$ cat src/hdl/pifb_pkg.sv
package pifb_pkg;

    // ----------------------------------------------------------------
    // sizes
    // ----------------------------------------------------------------
    localparam int NUM_GRP = 8;
    localparam int NUM_CAP = 2;
    localparam int ADDR_W  = 8;

    // ----------------------------------------------------------------
    // register map (byte addresses)
    // ----------------------------------------------------------------
    localparam logic [7:0] ADDR_CTRL      = 8'h00;
    localparam logic [7:0] ADDR_STATUS    = 8'h04;
    localparam logic [7:0] ADDR_MASK      = 8'h08;
    localparam logic [7:0] ADDR_EN_BASE   = 8'h20;
    localparam logic [7:0] ADDR_FLAG_BASE = 8'h40;

    // ----------------------------------------------------------------
    // field layouts and reset values
    // ----------------------------------------------------------------
    localparam int         GLOBAL_EN_BIT = 7;
    localparam int         PERIPH_EN_BIT = 6;
    localparam logic [7:0] CTRL_IMPL = 8'hC1;
    localparam logic [7:0] CTRL_RST  = 8'h00;
    localparam logic [7:0] FLAG_RST  = 8'h00;
    localparam logic [7:0] EN_RST    = 8'h00;
    localparam logic [7:0] STAT_RST  = 8'h00;
    localparam logic [7:0] MASK_RST  = 8'h00;

    // implemented bits per flag/enable group, index = group number
    localparam logic [7:0] GRP_IMPL [NUM_GRP] = '{8'h31, 8'hC1, 8'h43, 8'h33,
                                                  8'h03, 8'hF1, 8'h03, 8'h31};
    localparam int CMP2_GRP  = 2;
    localparam int CMP2_BIT  = 1;
    localparam int CAP_GRP   = 6;
    localparam int MISC_GRP  = 7;
    localparam int MEM_BIT   = 5;
    localparam int OSC_BIT   = 4;
    localparam int WAVE_BIT  = 0;
    localparam int NUM_EXT   = 6;

    // ----------------------------------------------------------------
    // bus answers and modes
    // ----------------------------------------------------------------
    localparam logic [1:0] RESP_OKAY   = 2'h0;
    localparam logic [1:0] RESP_SLVERR = 2'h2;

    typedef enum logic [1:0] {
        PIFB_MODE_OFF,
        PIFB_MODE_CAPTURE,
        PIFB_MODE_COMPARE,
        PIFB_MODE_PWM
    } pifb_mode_e;

endpackage

$ cat src/hdl/pifb_flag_bank.sv
`timescale 1ns/10ps
module pifb_flag_bank #(
    parameter bit LARGE_VARIANT = 1'h1
) (
    input  wire logic                              aclk,
    input  wire logic                              aresetn,
    input  wire logic [pifb_pkg::ADDR_W-1:0]       awaddr,
    input  wire logic                              awvalid,
    output logic                                   awready,
    input  wire logic [31:0]                       wdata,
    input  wire logic [3:0]                        wstrb,
    input  wire logic                              wvalid,
    output logic                                   wready,
    output logic [1:0]                             bresp,
    output logic                                   bvalid,
    input  wire logic                              bready,
    input  wire logic [pifb_pkg::ADDR_W-1:0]       araddr,
    input  wire logic                              arvalid,
    output logic                                   arready,
    output logic [31:0]                            rdata,
    output logic [1:0]                             rresp,
    output logic                                   rvalid,
    input  wire logic                              rready,
    input  wire logic [8*pifb_pkg::NUM_EXT-1:0]    ext_evt,
    input  wire logic [2*pifb_pkg::NUM_CAP-1:0]    capture_unit_mode,
    input  wire logic [pifb_pkg::NUM_CAP-1:0]      capture_evt,
    input  wire logic [pifb_pkg::NUM_CAP-1:0]      match_evt,
    input  wire logic [pifb_pkg::NUM_CAP-1:0]      pwm_trail_evt,
    input  wire logic                              memory_done,
    input  wire logic                              osc_rollover,
    input  wire logic                              waveform_shutdown,
    output logic                                   core_irq_req,
    output logic                                   irq
);
    import pifb_pkg::*;

    // ----------------------------------------------------------------
    // declarations
    // ----------------------------------------------------------------
    logic [7:0]        flag_r [NUM_GRP];
    logic [7:0]        flag_nxt [NUM_GRP];
    logic [7:0]        en_r [NUM_GRP];
    logic [7:0]        en_nxt [NUM_GRP];
    logic [7:0]        impl [NUM_GRP];
    logic [7:0]        evt [NUM_GRP];
    logic [7:0]        ctrl_r, ctrl_nxt;
    logic [7:0]        status_r, status_nxt;
    logic [7:0]        mask_r, mask_nxt;
    logic              core_irq_r, core_irq_nxt;
    logic              irq_r, irq_nxt;
    logic [NUM_CAP-1:0] cap_hit;
    logic [NUM_GRP-1:0] wr_flag_hit;
    logic [NUM_GRP-1:0] wr_en_hit;
    logic [NUM_GRP-1:0] grp_hit;

    logic              aw_held_r, aw_held_nxt;
    logic [7:0]        awaddr_r, awaddr_nxt;
    logic              w_held_r, w_held_nxt;
    logic [7:0]        wdata_r, wdata_nxt;
    logic              wstrb0_r, wstrb0_nxt;
    logic              bvalid_r, bvalid_nxt;
    logic [1:0]        bresp_r, bresp_nxt;
    logic              rvalid_r, rvalid_nxt;
    logic [31:0]       rdata_r, rdata_nxt;
    logic [1:0]        rresp_r, rresp_nxt;

    logic              aw_take, w_take, ar_take, wr_go;
    logic [7:0]        wa, wd;
    logic              wb0, wr_ok, wr_ctrl, wr_mask;
    logic [7:0]        rd_val;
    logic              rd_ok, rd_status;

    // ----------------------------------------------------------------
    // event sources
    // ----------------------------------------------------------------

    // each capture unit reports only the event of its selected mode
    for (genvar u = 0; u < NUM_CAP; u++) begin : g_cap
        pifb_mode_e mode;
        assign mode = pifb_mode_e'(capture_unit_mode[2*u +: 2]);
        assign cap_hit[u] = (mode == PIFB_MODE_CAPTURE && capture_evt[u])
                         || (mode == PIFB_MODE_COMPARE && match_evt[u])
                         || (mode == PIFB_MODE_PWM && pwm_trail_evt[u]);
    end

    // event vectors per group, limited to implemented bits
    always_comb begin
        for (int g = 0; g < NUM_GRP; g++) begin
            impl[g] = GRP_IMPL[g];
            evt[g]  = 8'h00;
        end
        if (!LARGE_VARIANT) begin
            impl[CMP2_GRP][CMP2_BIT] = 1'h0;
        end
        for (int g = 0; g < NUM_EXT; g++) begin
            evt[g] = ext_evt[8*g +: 8];
        end
        evt[CAP_GRP][NUM_CAP-1:0] = cap_hit;
        evt[MISC_GRP][MEM_BIT]    = memory_done;
        evt[MISC_GRP][OSC_BIT]    = osc_rollover;
        evt[MISC_GRP][WAVE_BIT]   = waveform_shutdown;
        for (int g = 0; g < NUM_GRP; g++) begin
            evt[g] = evt[g] & impl[g];
        end
    end

    // ----------------------------------------------------------------
    // bus decode
    // ----------------------------------------------------------------
    assign awready = !aw_held_r && !bvalid_r;
    assign wready  = !w_held_r && !bvalid_r;
    assign arready = !rvalid_r;
    assign aw_take = awvalid && awready;
    assign w_take  = wvalid && wready;
    assign ar_take = arvalid && arready;
    // a write goes once address and data are both in hand, in either order
    assign wr_go   = (aw_held_r || awvalid) && (w_held_r || wvalid) && !bvalid_r;
    assign wa      = aw_held_r ? awaddr_r : awaddr;
    assign wd      = w_held_r ? wdata_r : wdata[7:0];
    assign wb0     = w_held_r ? wstrb0_r : wstrb[0];

    // write target select; status is read-only but answers okay
    always_comb begin
        wr_flag_hit = '0;
        wr_en_hit   = '0;
        wr_ctrl     = 1'h0;
        wr_mask     = 1'h0;
        wr_ok       = 1'h0;
        if (wa[1:0] == 2'h0) begin
            if (wa == ADDR_CTRL || wa == ADDR_STATUS || wa == ADDR_MASK) begin
                wr_ok = 1'h1;
            end
            if (wa[7:5] == ADDR_EN_BASE[7:5] || wa[7:5] == ADDR_FLAG_BASE[7:5]) begin
                wr_ok = 1'h1;
            end
            if (wr_go && wb0) begin
                wr_ctrl = (wa == ADDR_CTRL);
                wr_mask = (wa == ADDR_MASK);
                if (wa[7:5] == ADDR_EN_BASE[7:5]) begin
                    wr_en_hit[wa[4:2]] = 1'h1;
                end
                if (wa[7:5] == ADDR_FLAG_BASE[7:5]) begin
                    wr_flag_hit[wa[4:2]] = 1'h1;
                end
            end
        end
    end

    // read mux; unimplemented bits come back as zero
    always_comb begin
        rd_val    = 8'h00;
        rd_ok     = 1'h0;
        rd_status = 1'h0;
        if (araddr[1:0] == 2'h0) begin
            if (araddr == ADDR_CTRL) begin
                rd_val = ctrl_r;
                rd_ok  = 1'h1;
            end
            if (araddr == ADDR_STATUS) begin
                rd_val    = status_r;
                rd_ok     = 1'h1;
                rd_status = ar_take;
            end
            if (araddr == ADDR_MASK) begin
                rd_val = mask_r;
                rd_ok  = 1'h1;
            end
            if (araddr[7:5] == ADDR_EN_BASE[7:5]) begin
                rd_val = en_r[araddr[4:2]];
                rd_ok  = 1'h1;
            end
            if (araddr[7:5] == ADDR_FLAG_BASE[7:5]) begin
                rd_val = flag_r[araddr[4:2]];
                rd_ok  = 1'h1;
            end
        end
    end

    // ----------------------------------------------------------------
    // bus channel state
    // ----------------------------------------------------------------

    // next values of the held request and the two answers
    always_comb begin
        aw_held_nxt = aw_held_r;
        awaddr_nxt  = awaddr_r;
        w_held_nxt  = w_held_r;
        wdata_nxt   = wdata_r;
        wstrb0_nxt  = wstrb0_r;
        bvalid_nxt  = bvalid_r && !bready;
        bresp_nxt   = bresp_r;
        rvalid_nxt  = rvalid_r && !rready;
        rdata_nxt   = rdata_r;
        rresp_nxt   = rresp_r;
        if (aw_take) begin
            aw_held_nxt = 1'h1;
            awaddr_nxt  = awaddr;
        end
        if (w_take) begin
            w_held_nxt = 1'h1;
            wdata_nxt  = wdata[7:0];
            wstrb0_nxt = wstrb[0];
        end
        if (wr_go) begin
            aw_held_nxt = 1'h0;
            w_held_nxt  = 1'h0;
            bvalid_nxt  = 1'h1;
            bresp_nxt   = wr_ok ? RESP_OKAY : RESP_SLVERR;
        end
        if (ar_take) begin
            rvalid_nxt = 1'h1;
            rdata_nxt  = {24'h000000, rd_val};
            rresp_nxt  = rd_ok ? RESP_OKAY : RESP_SLVERR;
        end
    end

    // register the bus channel state
    always_ff @(posedge aclk) begin
        if (!aresetn) begin
            aw_held_r <= 1'h0;
            awaddr_r  <= 8'h00;
            w_held_r  <= 1'h0;
            wdata_r   <= 8'h00;
            wstrb0_r  <= 1'h0;
            bvalid_r  <= 1'h0;
            bresp_r   <= RESP_OKAY;
            rvalid_r  <= 1'h0;
            rdata_r   <= 32'h00000000;
            rresp_r   <= RESP_OKAY;
        end else begin
            aw_held_r <= aw_held_nxt;
            awaddr_r  <= awaddr_nxt;
            w_held_r  <= w_held_nxt;
            wdata_r   <= wdata_nxt;
            wstrb0_r  <= wstrb0_nxt;
            bvalid_r  <= bvalid_nxt;
            bresp_r   <= bresp_nxt;
            rvalid_r  <= rvalid_nxt;
            rdata_r   <= rdata_nxt;
            rresp_r   <= rresp_nxt;
        end
    end

    assign bvalid = bvalid_r;
    assign bresp  = bresp_r;
    assign rvalid = rvalid_r;
    assign rdata  = rdata_r;
    assign rresp  = rresp_r;

    // ----------------------------------------------------------------
    // flag, enable and interrupt state
    // ----------------------------------------------------------------

    // hardware set is or-ed in after the write, so an event in the
    // cycle of a clearing write survives it
    always_comb begin
        ctrl_nxt   = wr_ctrl ? (wd & CTRL_IMPL) : ctrl_r;
        mask_nxt   = wr_mask ? wd : mask_r;
        status_nxt = rd_status ? STAT_RST : status_r;
        for (int g = 0; g < NUM_GRP; g++) begin
            flag_nxt[g] = wr_flag_hit[g] ? wd : flag_r[g];
            flag_nxt[g] = (flag_nxt[g] | evt[g]) & impl[g];
            en_nxt[g]   = (wr_en_hit[g] ? wd : en_r[g]) & impl[g];
            status_nxt[g] = status_nxt[g] | (|evt[g]);
            grp_hit[g]  = |(flag_nxt[g] & en_nxt[g]);
        end
        // group 0 holds core events and skips the peripheral enable
        core_irq_nxt = ctrl_nxt[GLOBAL_EN_BIT]
                    && (grp_hit[0] || (ctrl_nxt[PERIPH_EN_BIT] && (|grp_hit[NUM_GRP-1:1])));
        irq_nxt = |(status_nxt & mask_nxt);
    end

    // register flags, enables and interrupt outputs
    always_ff @(posedge aclk) begin
        if (!aresetn) begin
            for (int g = 0; g < NUM_GRP; g++) begin
                flag_r[g] <= FLAG_RST;
                en_r[g]   <= EN_RST;
            end
            ctrl_r     <= CTRL_RST;
            status_r   <= STAT_RST;
            mask_r     <= MASK_RST;
            core_irq_r <= 1'h0;
            irq_r      <= 1'h0;
        end else begin
            for (int g = 0; g < NUM_GRP; g++) begin
                flag_r[g] <= flag_nxt[g];
                en_r[g]   <= en_nxt[g];
            end
            ctrl_r     <= ctrl_nxt;
            status_r   <= status_nxt;
            mask_r     <= mask_nxt;
            core_irq_r <= core_irq_nxt;
            irq_r      <= irq_nxt;
        end
    end

    assign core_irq_req = core_irq_r;
    assign irq          = irq_r;

    // ----------------------------------------------------------------
    // assertions
    // ----------------------------------------------------------------
    property p_ext_set;
        @(posedge aclk) disable iff (!aresetn)
        ext_evt[0] && en_r[0] == 8'h00 |=> flag_r[0][0];
    endproperty
    a_ext_set: assert property (p_ext_set) else $error("event did not set flag");

    property p_cap_mode;
        @(posedge aclk) disable iff (!aresetn)
        capture_unit_mode[1:0] == 2'h1 && capture_evt[0] && !wr_flag_hit[CAP_GRP]
        |=> flag_r[CAP_GRP][0];
    endproperty
    a_cap_mode: assert property (p_cap_mode) else $error("capture flag missed");

    property p_cap_off;
        @(posedge aclk) disable iff (!aresetn)
        capture_unit_mode[1:0] == 2'h0 && !flag_r[CAP_GRP][0] && !wr_flag_hit[CAP_GRP]
        |=> !flag_r[CAP_GRP][0];
    endproperty
    a_cap_off: assert property (p_cap_off) else $error("idle unit set flag");

    property p_sticky;
        @(posedge aclk) disable iff (!aresetn)
        flag_r[MISC_GRP][OSC_BIT] && !wr_flag_hit[MISC_GRP] |=> flag_r[MISC_GRP][OSC_BIT];
    endproperty
    a_sticky: assert property (p_sticky) else $error("flag cleared by hardware");

    property p_osc;
        @(posedge aclk) disable iff (!aresetn)
        osc_rollover |=> flag_r[MISC_GRP][OSC_BIT]
                         ##1 (flag_r[MISC_GRP][OSC_BIT] || $past(wr_flag_hit[MISC_GRP]));
    endproperty
    a_osc: assert property (p_osc) else $error("rollover flag missed");

    property p_wave;
        @(posedge aclk) disable iff (!aresetn)
        waveform_shutdown |=> flag_r[MISC_GRP][WAVE_BIT];
    endproperty
    a_wave: assert property (p_wave) else $error("shutdown flag missed");

    property p_unimpl;
        @(posedge aclk) disable iff (!aresetn)
        (flag_r[MISC_GRP] & ~GRP_IMPL[MISC_GRP]) == 8'h00
        && (en_r[CAP_GRP] & ~GRP_IMPL[CAP_GRP]) == 8'h00;
    endproperty
    a_unimpl: assert property (p_unimpl) else $error("unimplemented bit set");

    property p_reset;
        @(posedge aclk)
        !aresetn |=> flag_r[CAP_GRP] == 8'h00 && flag_r[MISC_GRP] == 8'h00;
    endproperty
    a_reset: assert property (p_reset) else $error("flag not cleared by reset");

    property p_variant;
        @(posedge aclk) disable iff (!aresetn)
        impl[CMP2_GRP][CMP2_BIT] == LARGE_VARIANT
        && (LARGE_VARIANT || (!flag_r[CMP2_GRP][CMP2_BIT] && !en_r[CMP2_GRP][CMP2_BIT]));
    endproperty
    a_variant: assert property (p_variant) else $error("absent comparator bit set");

    property p_mem;
        @(posedge aclk) disable iff (!aresetn)
        memory_done |=> flag_r[MISC_GRP][MEM_BIT];
    endproperty
    a_mem: assert property (p_mem) else $error("memory done flag missed");

    property p_core;
        @(posedge aclk) disable iff (!aresetn)
        ##1 core_irq_req == (ctrl_r[GLOBAL_EN_BIT] && (|(flag_r[0] & en_r[0])
            || (ctrl_r[PERIPH_EN_BIT] && |(flag_r[MISC_GRP] & en_r[MISC_GRP]))
            || (ctrl_r[PERIPH_EN_BIT] && |(flag_r[CAP_GRP] & en_r[CAP_GRP]))
            || (ctrl_r[PERIPH_EN_BIT] && |(flag_r[1] & en_r[1]))
            || (ctrl_r[PERIPH_EN_BIT] && |(flag_r[2] & en_r[2]))
            || (ctrl_r[PERIPH_EN_BIT] && |(flag_r[3] & en_r[3]))
            || (ctrl_r[PERIPH_EN_BIT] && |(flag_r[4] & en_r[4]))
            || (ctrl_r[PERIPH_EN_BIT] && |(flag_r[5] & en_r[5]))));
    endproperty
    a_core: assert property (p_core) else $error("core request mismatch");

endmodule

$ cat config.mk
export PLATFORM = sky130hd
export DESIGN_NAME = pifb_flag_bank
export DESIGN_NICKNAME = d
export VERILOG_FILES = /design/src/hdl/pifb_pkg.sv /design/src/hdl/pifb_flag_bank.sv
export SDC_FILE = /design/constraint.sdc
export NUM_CORES = 1
export LEC_CHECK = 0
export ABC_AREA = 1
export BUFFER_PORTS_ARGS = -buffer_cell sky130_fd_sc_hd__buf_2
export CAP_MARGIN = 20
export CORE_MARGIN = 2
export CORE_UTILIZATION = 50
export CTS_BUF_LIST = sky130_fd_sc_hd__clkbuf_16
export CTS_CLUSTER_DIAMETER = 40
export DETAILED_ROUTE_END_ITERATION = 10
export PLACE_DENSITY = 0.79
export SYNTH_ARGS = -nofsm -noshare
export SYNTH_HDL_FRONTEND = slang
export SYNTH_SLANG_ARGS = --single-unit
$ cat constraint.sdc
create_clock -name aclk -period 5.1 [get_ports aclk]
set_clock_uncertainty 0.15 [all_clocks]
set_input_delay 1.02 -clock aclk [delete_from_list [all_inputs] [get_ports aclk]]
set_output_delay 1.02 -clock aclk [all_outputs]
set_load 0.02 [all_outputs]
==> flow_summary.toml <==
[outcome]
status = "complete, no violations"

[layout]
layout-drive-gt1-share = 0.144
finalNetCount = 1034
nFillCells = 1066
final_common_cell = "nand2_1"
synthToLayoutAreaGrowth_pct = 12.5
fin_util = 0.578
layout_common_cells = "210 x nand2_1, 130 x inv_1, 102 x dfxtp_1"

[route]
drtIter0Drc = 728
route.detailed.drc = 0
routed_wl_um = 15700
vias_per_cell = 5.32
wire_per_inst_um = 14.9
via_count = 5639
ant_nets = 0
drtPass1Iterations = 5

[sta]
drv_slew = 0
timing.final.setup_violations = 0
slew_headroom = 0.263
hold_viol = 0
fmax_mhz = 277
rsz0062_at_grt = "no"
period_needed_ns = 3.61
tightest_slew_ns = 1.09
fin_crit_sh = 0.709
tns_ns = 0

[power]
leakage_nw = 3.08
p_per_area_nw_per_um2 = 293
peakVddDrop_v = 0.000149

[critical_path]
start_kind = "input pin"
max_stage_delay_ns = 0.52
arrival_ns = 3.66
crit_required_ns = 5.14
cp_slowest_cell = "nor2_1"
crit_fanout = 13
crit_type = "in -> reg"
path_common_cell = "nor2_1"
critPathCaptureType = "flop"
critical_path.cell_chain = "buf_2 > inv_1 > nand3_1 > nor2_1 > nand2_1 > nor2_1 > inv_1 > a211oi_1 > o21ai_0 > nor2_1 > a21oi_1"

[clock_network]
cts_resized = 0
cts.root.buffer_cell = "clkbuf_16"
cts.clk_slew.worst_paths_ns = 0.07
clkSinkCount = 102
cts_setup_buffers = 0
cts-htree-levels = 3
cts-hold-fix-buffers = 0
clk_path_buf_depth = 2
cts_made_buffers = 9
clock_latency_ns = 0.35
cts_tree = "built"

[global_routing]
grt_max_degree = 54
grt_pass1_vias = 4909
antenna_found_initial = 0
grt_overflow = 0
grt_pass1_wl_um = 24700
track_usage = 0.270

[synthesis]
synthFlopType = "dfxtp_1"
avgSynthCellArea_um2 = 6.66
async_flop_share = 0
synth_edf_count = 0
synth.distinct_cells = 42
yosysWarningCount = 0
yosysTopAreaCell = "dfxtp_1"
synth_area_leaders = "dfxtp_1 36%, nand2_1 14%, inv_1 8.7%"
synth-seq-cells = 102
syn_area_um2 = 5600
synthCells = 840
yosysSeqAreaShare = 0.365
synth_top_area_frac = 0.365

[floorplanning]
io_pins = 163
die_w_um = 110
core_um2 = 10900
start_util = 0.514
die-area_um2 = 12100
rows = 38
die_y_um = 110

[hold_path]
hold_class = "reg -> reg"

[place]
port_buffers = 81
gp_congestion = 0.965
dpl.hpwl_um = 11600

[flow_run]
maxCapViolCount = 0
cell families (layout without fill, tap and decap cells):
kind of cell,after synthesis,in the layout,synth area share
DFF,102,102,0.365
other,1,27,0.000670
and+or+nand+nor,381,381,0.310
buffers and inverters,185,239,0.146
AOI/OAI and AO/OA,171,171,0.179
stage by stage:
stage                     instance area [um^2]  instances  hold slack, ns  power [mW]  setup slack, ns
after global routing                      6290       1059           0.326        1.92             1.27
after floorplan                           5690        865           0.279        1.10             2.43
after CTS                                 6290       1059           0.307        1.84             1.66
after global placement                    6010       1043           0.290        1.19             1.34
final                                     6290       1060           0.305        1.85             1.49
after detailed placement                  6010       1043           0.296        1.19             1.29
synth_stat cells, types with 2 or more instances:
master     count
o22ai_1       13
nor3_1         5
dfxtp_1      102
nand3_1       59
o211ai_1       6
nor4_1         2
nand2_4        5
nand2_1      210
o2111ai_1      3
o21ai_1        6
nand4_1        4
o21a_1         4
nor2_4         7
inv_2          4
nor2_8         4
or2_2          3
buf_6          2
a221oi_1      12
inv_1        130
a221o_1        3
a21oi_1       44
o21ai_0       69
buf_4         28
clkbuf_1      18
nor2_1        76
a31oi_1        2
o32ai_1        2
nand3_4        2
clkinv_1       2
critical path: cells and delay by family:
family,cells,cell delay [ns]
AND/OR/NAND/NOR,5,1.29
buffers and inverters,3,0.77
AO/OA/AOI/OAI,3,0.57
report_power, final:
part	internal, mW	switching [mW]
clock network	0.337	0.329
logic	0.0921	0.223
registers	0.836	0.0284
total	1.27	0.581
state kept, by name (all words and copies together) (netlist names):
register,flops
en_r,25
flag_r,25
awaddr_r,8
mask_r,8
rdata,8
status_r,8
wdata_r,8
ctrl_r,3
aw_held_r,1
bresp,1
bvalid,1
core_irq_req,1
irq,1
rresp,1
rvalid,1
w_held_r,1
wstrb0_r,1
path summary, 6_finish.rpt:
path / start / endpoint / slack (ns) / cells past startpoint
min reg2reg: awaddr_r[7] / awaddr_r[7] / 0.30 / 2
min: awaddr_r[7] / awaddr_r[7] / 0.30 / 2
max: araddr[4] / irq / 1.49 / 11
max reg2reg: aw_held_r / core_irq_req / 2.13 / 15
cell type report:
class | count | area, um^2 | area share
multi-input cells | 578 | 2830 | 0.450
flip-flops and latches | 102 | 2040 | 0.324
inverters | 136 | 510 | 0.0811
repair buffers | 87 | 450 | 0.0716
clock buffers | 9 | 225 | 0.0358
well taps | 140 | 175 | 0.0278
clock inverters | 7 | 56.3 | 0.00894
diodes | 1 | 2.50 | 0.000398
metal layers:
| layer | up-vias | GRT usage | routed length, um |
|---|---|---|---|
| met2 | 299 | 0.429 | 7170 |
| met5 | - | 0 | 0 |
| met3 | 41 | 0.0385 | 1470 |
| li1 | 2818 | - | - |
| met1 | 2481 | 0.373 | 6680 |
| met4 | 0 | 0.0976 | 421 |
No activity file was read; power rests on OpenSTA's default activity.
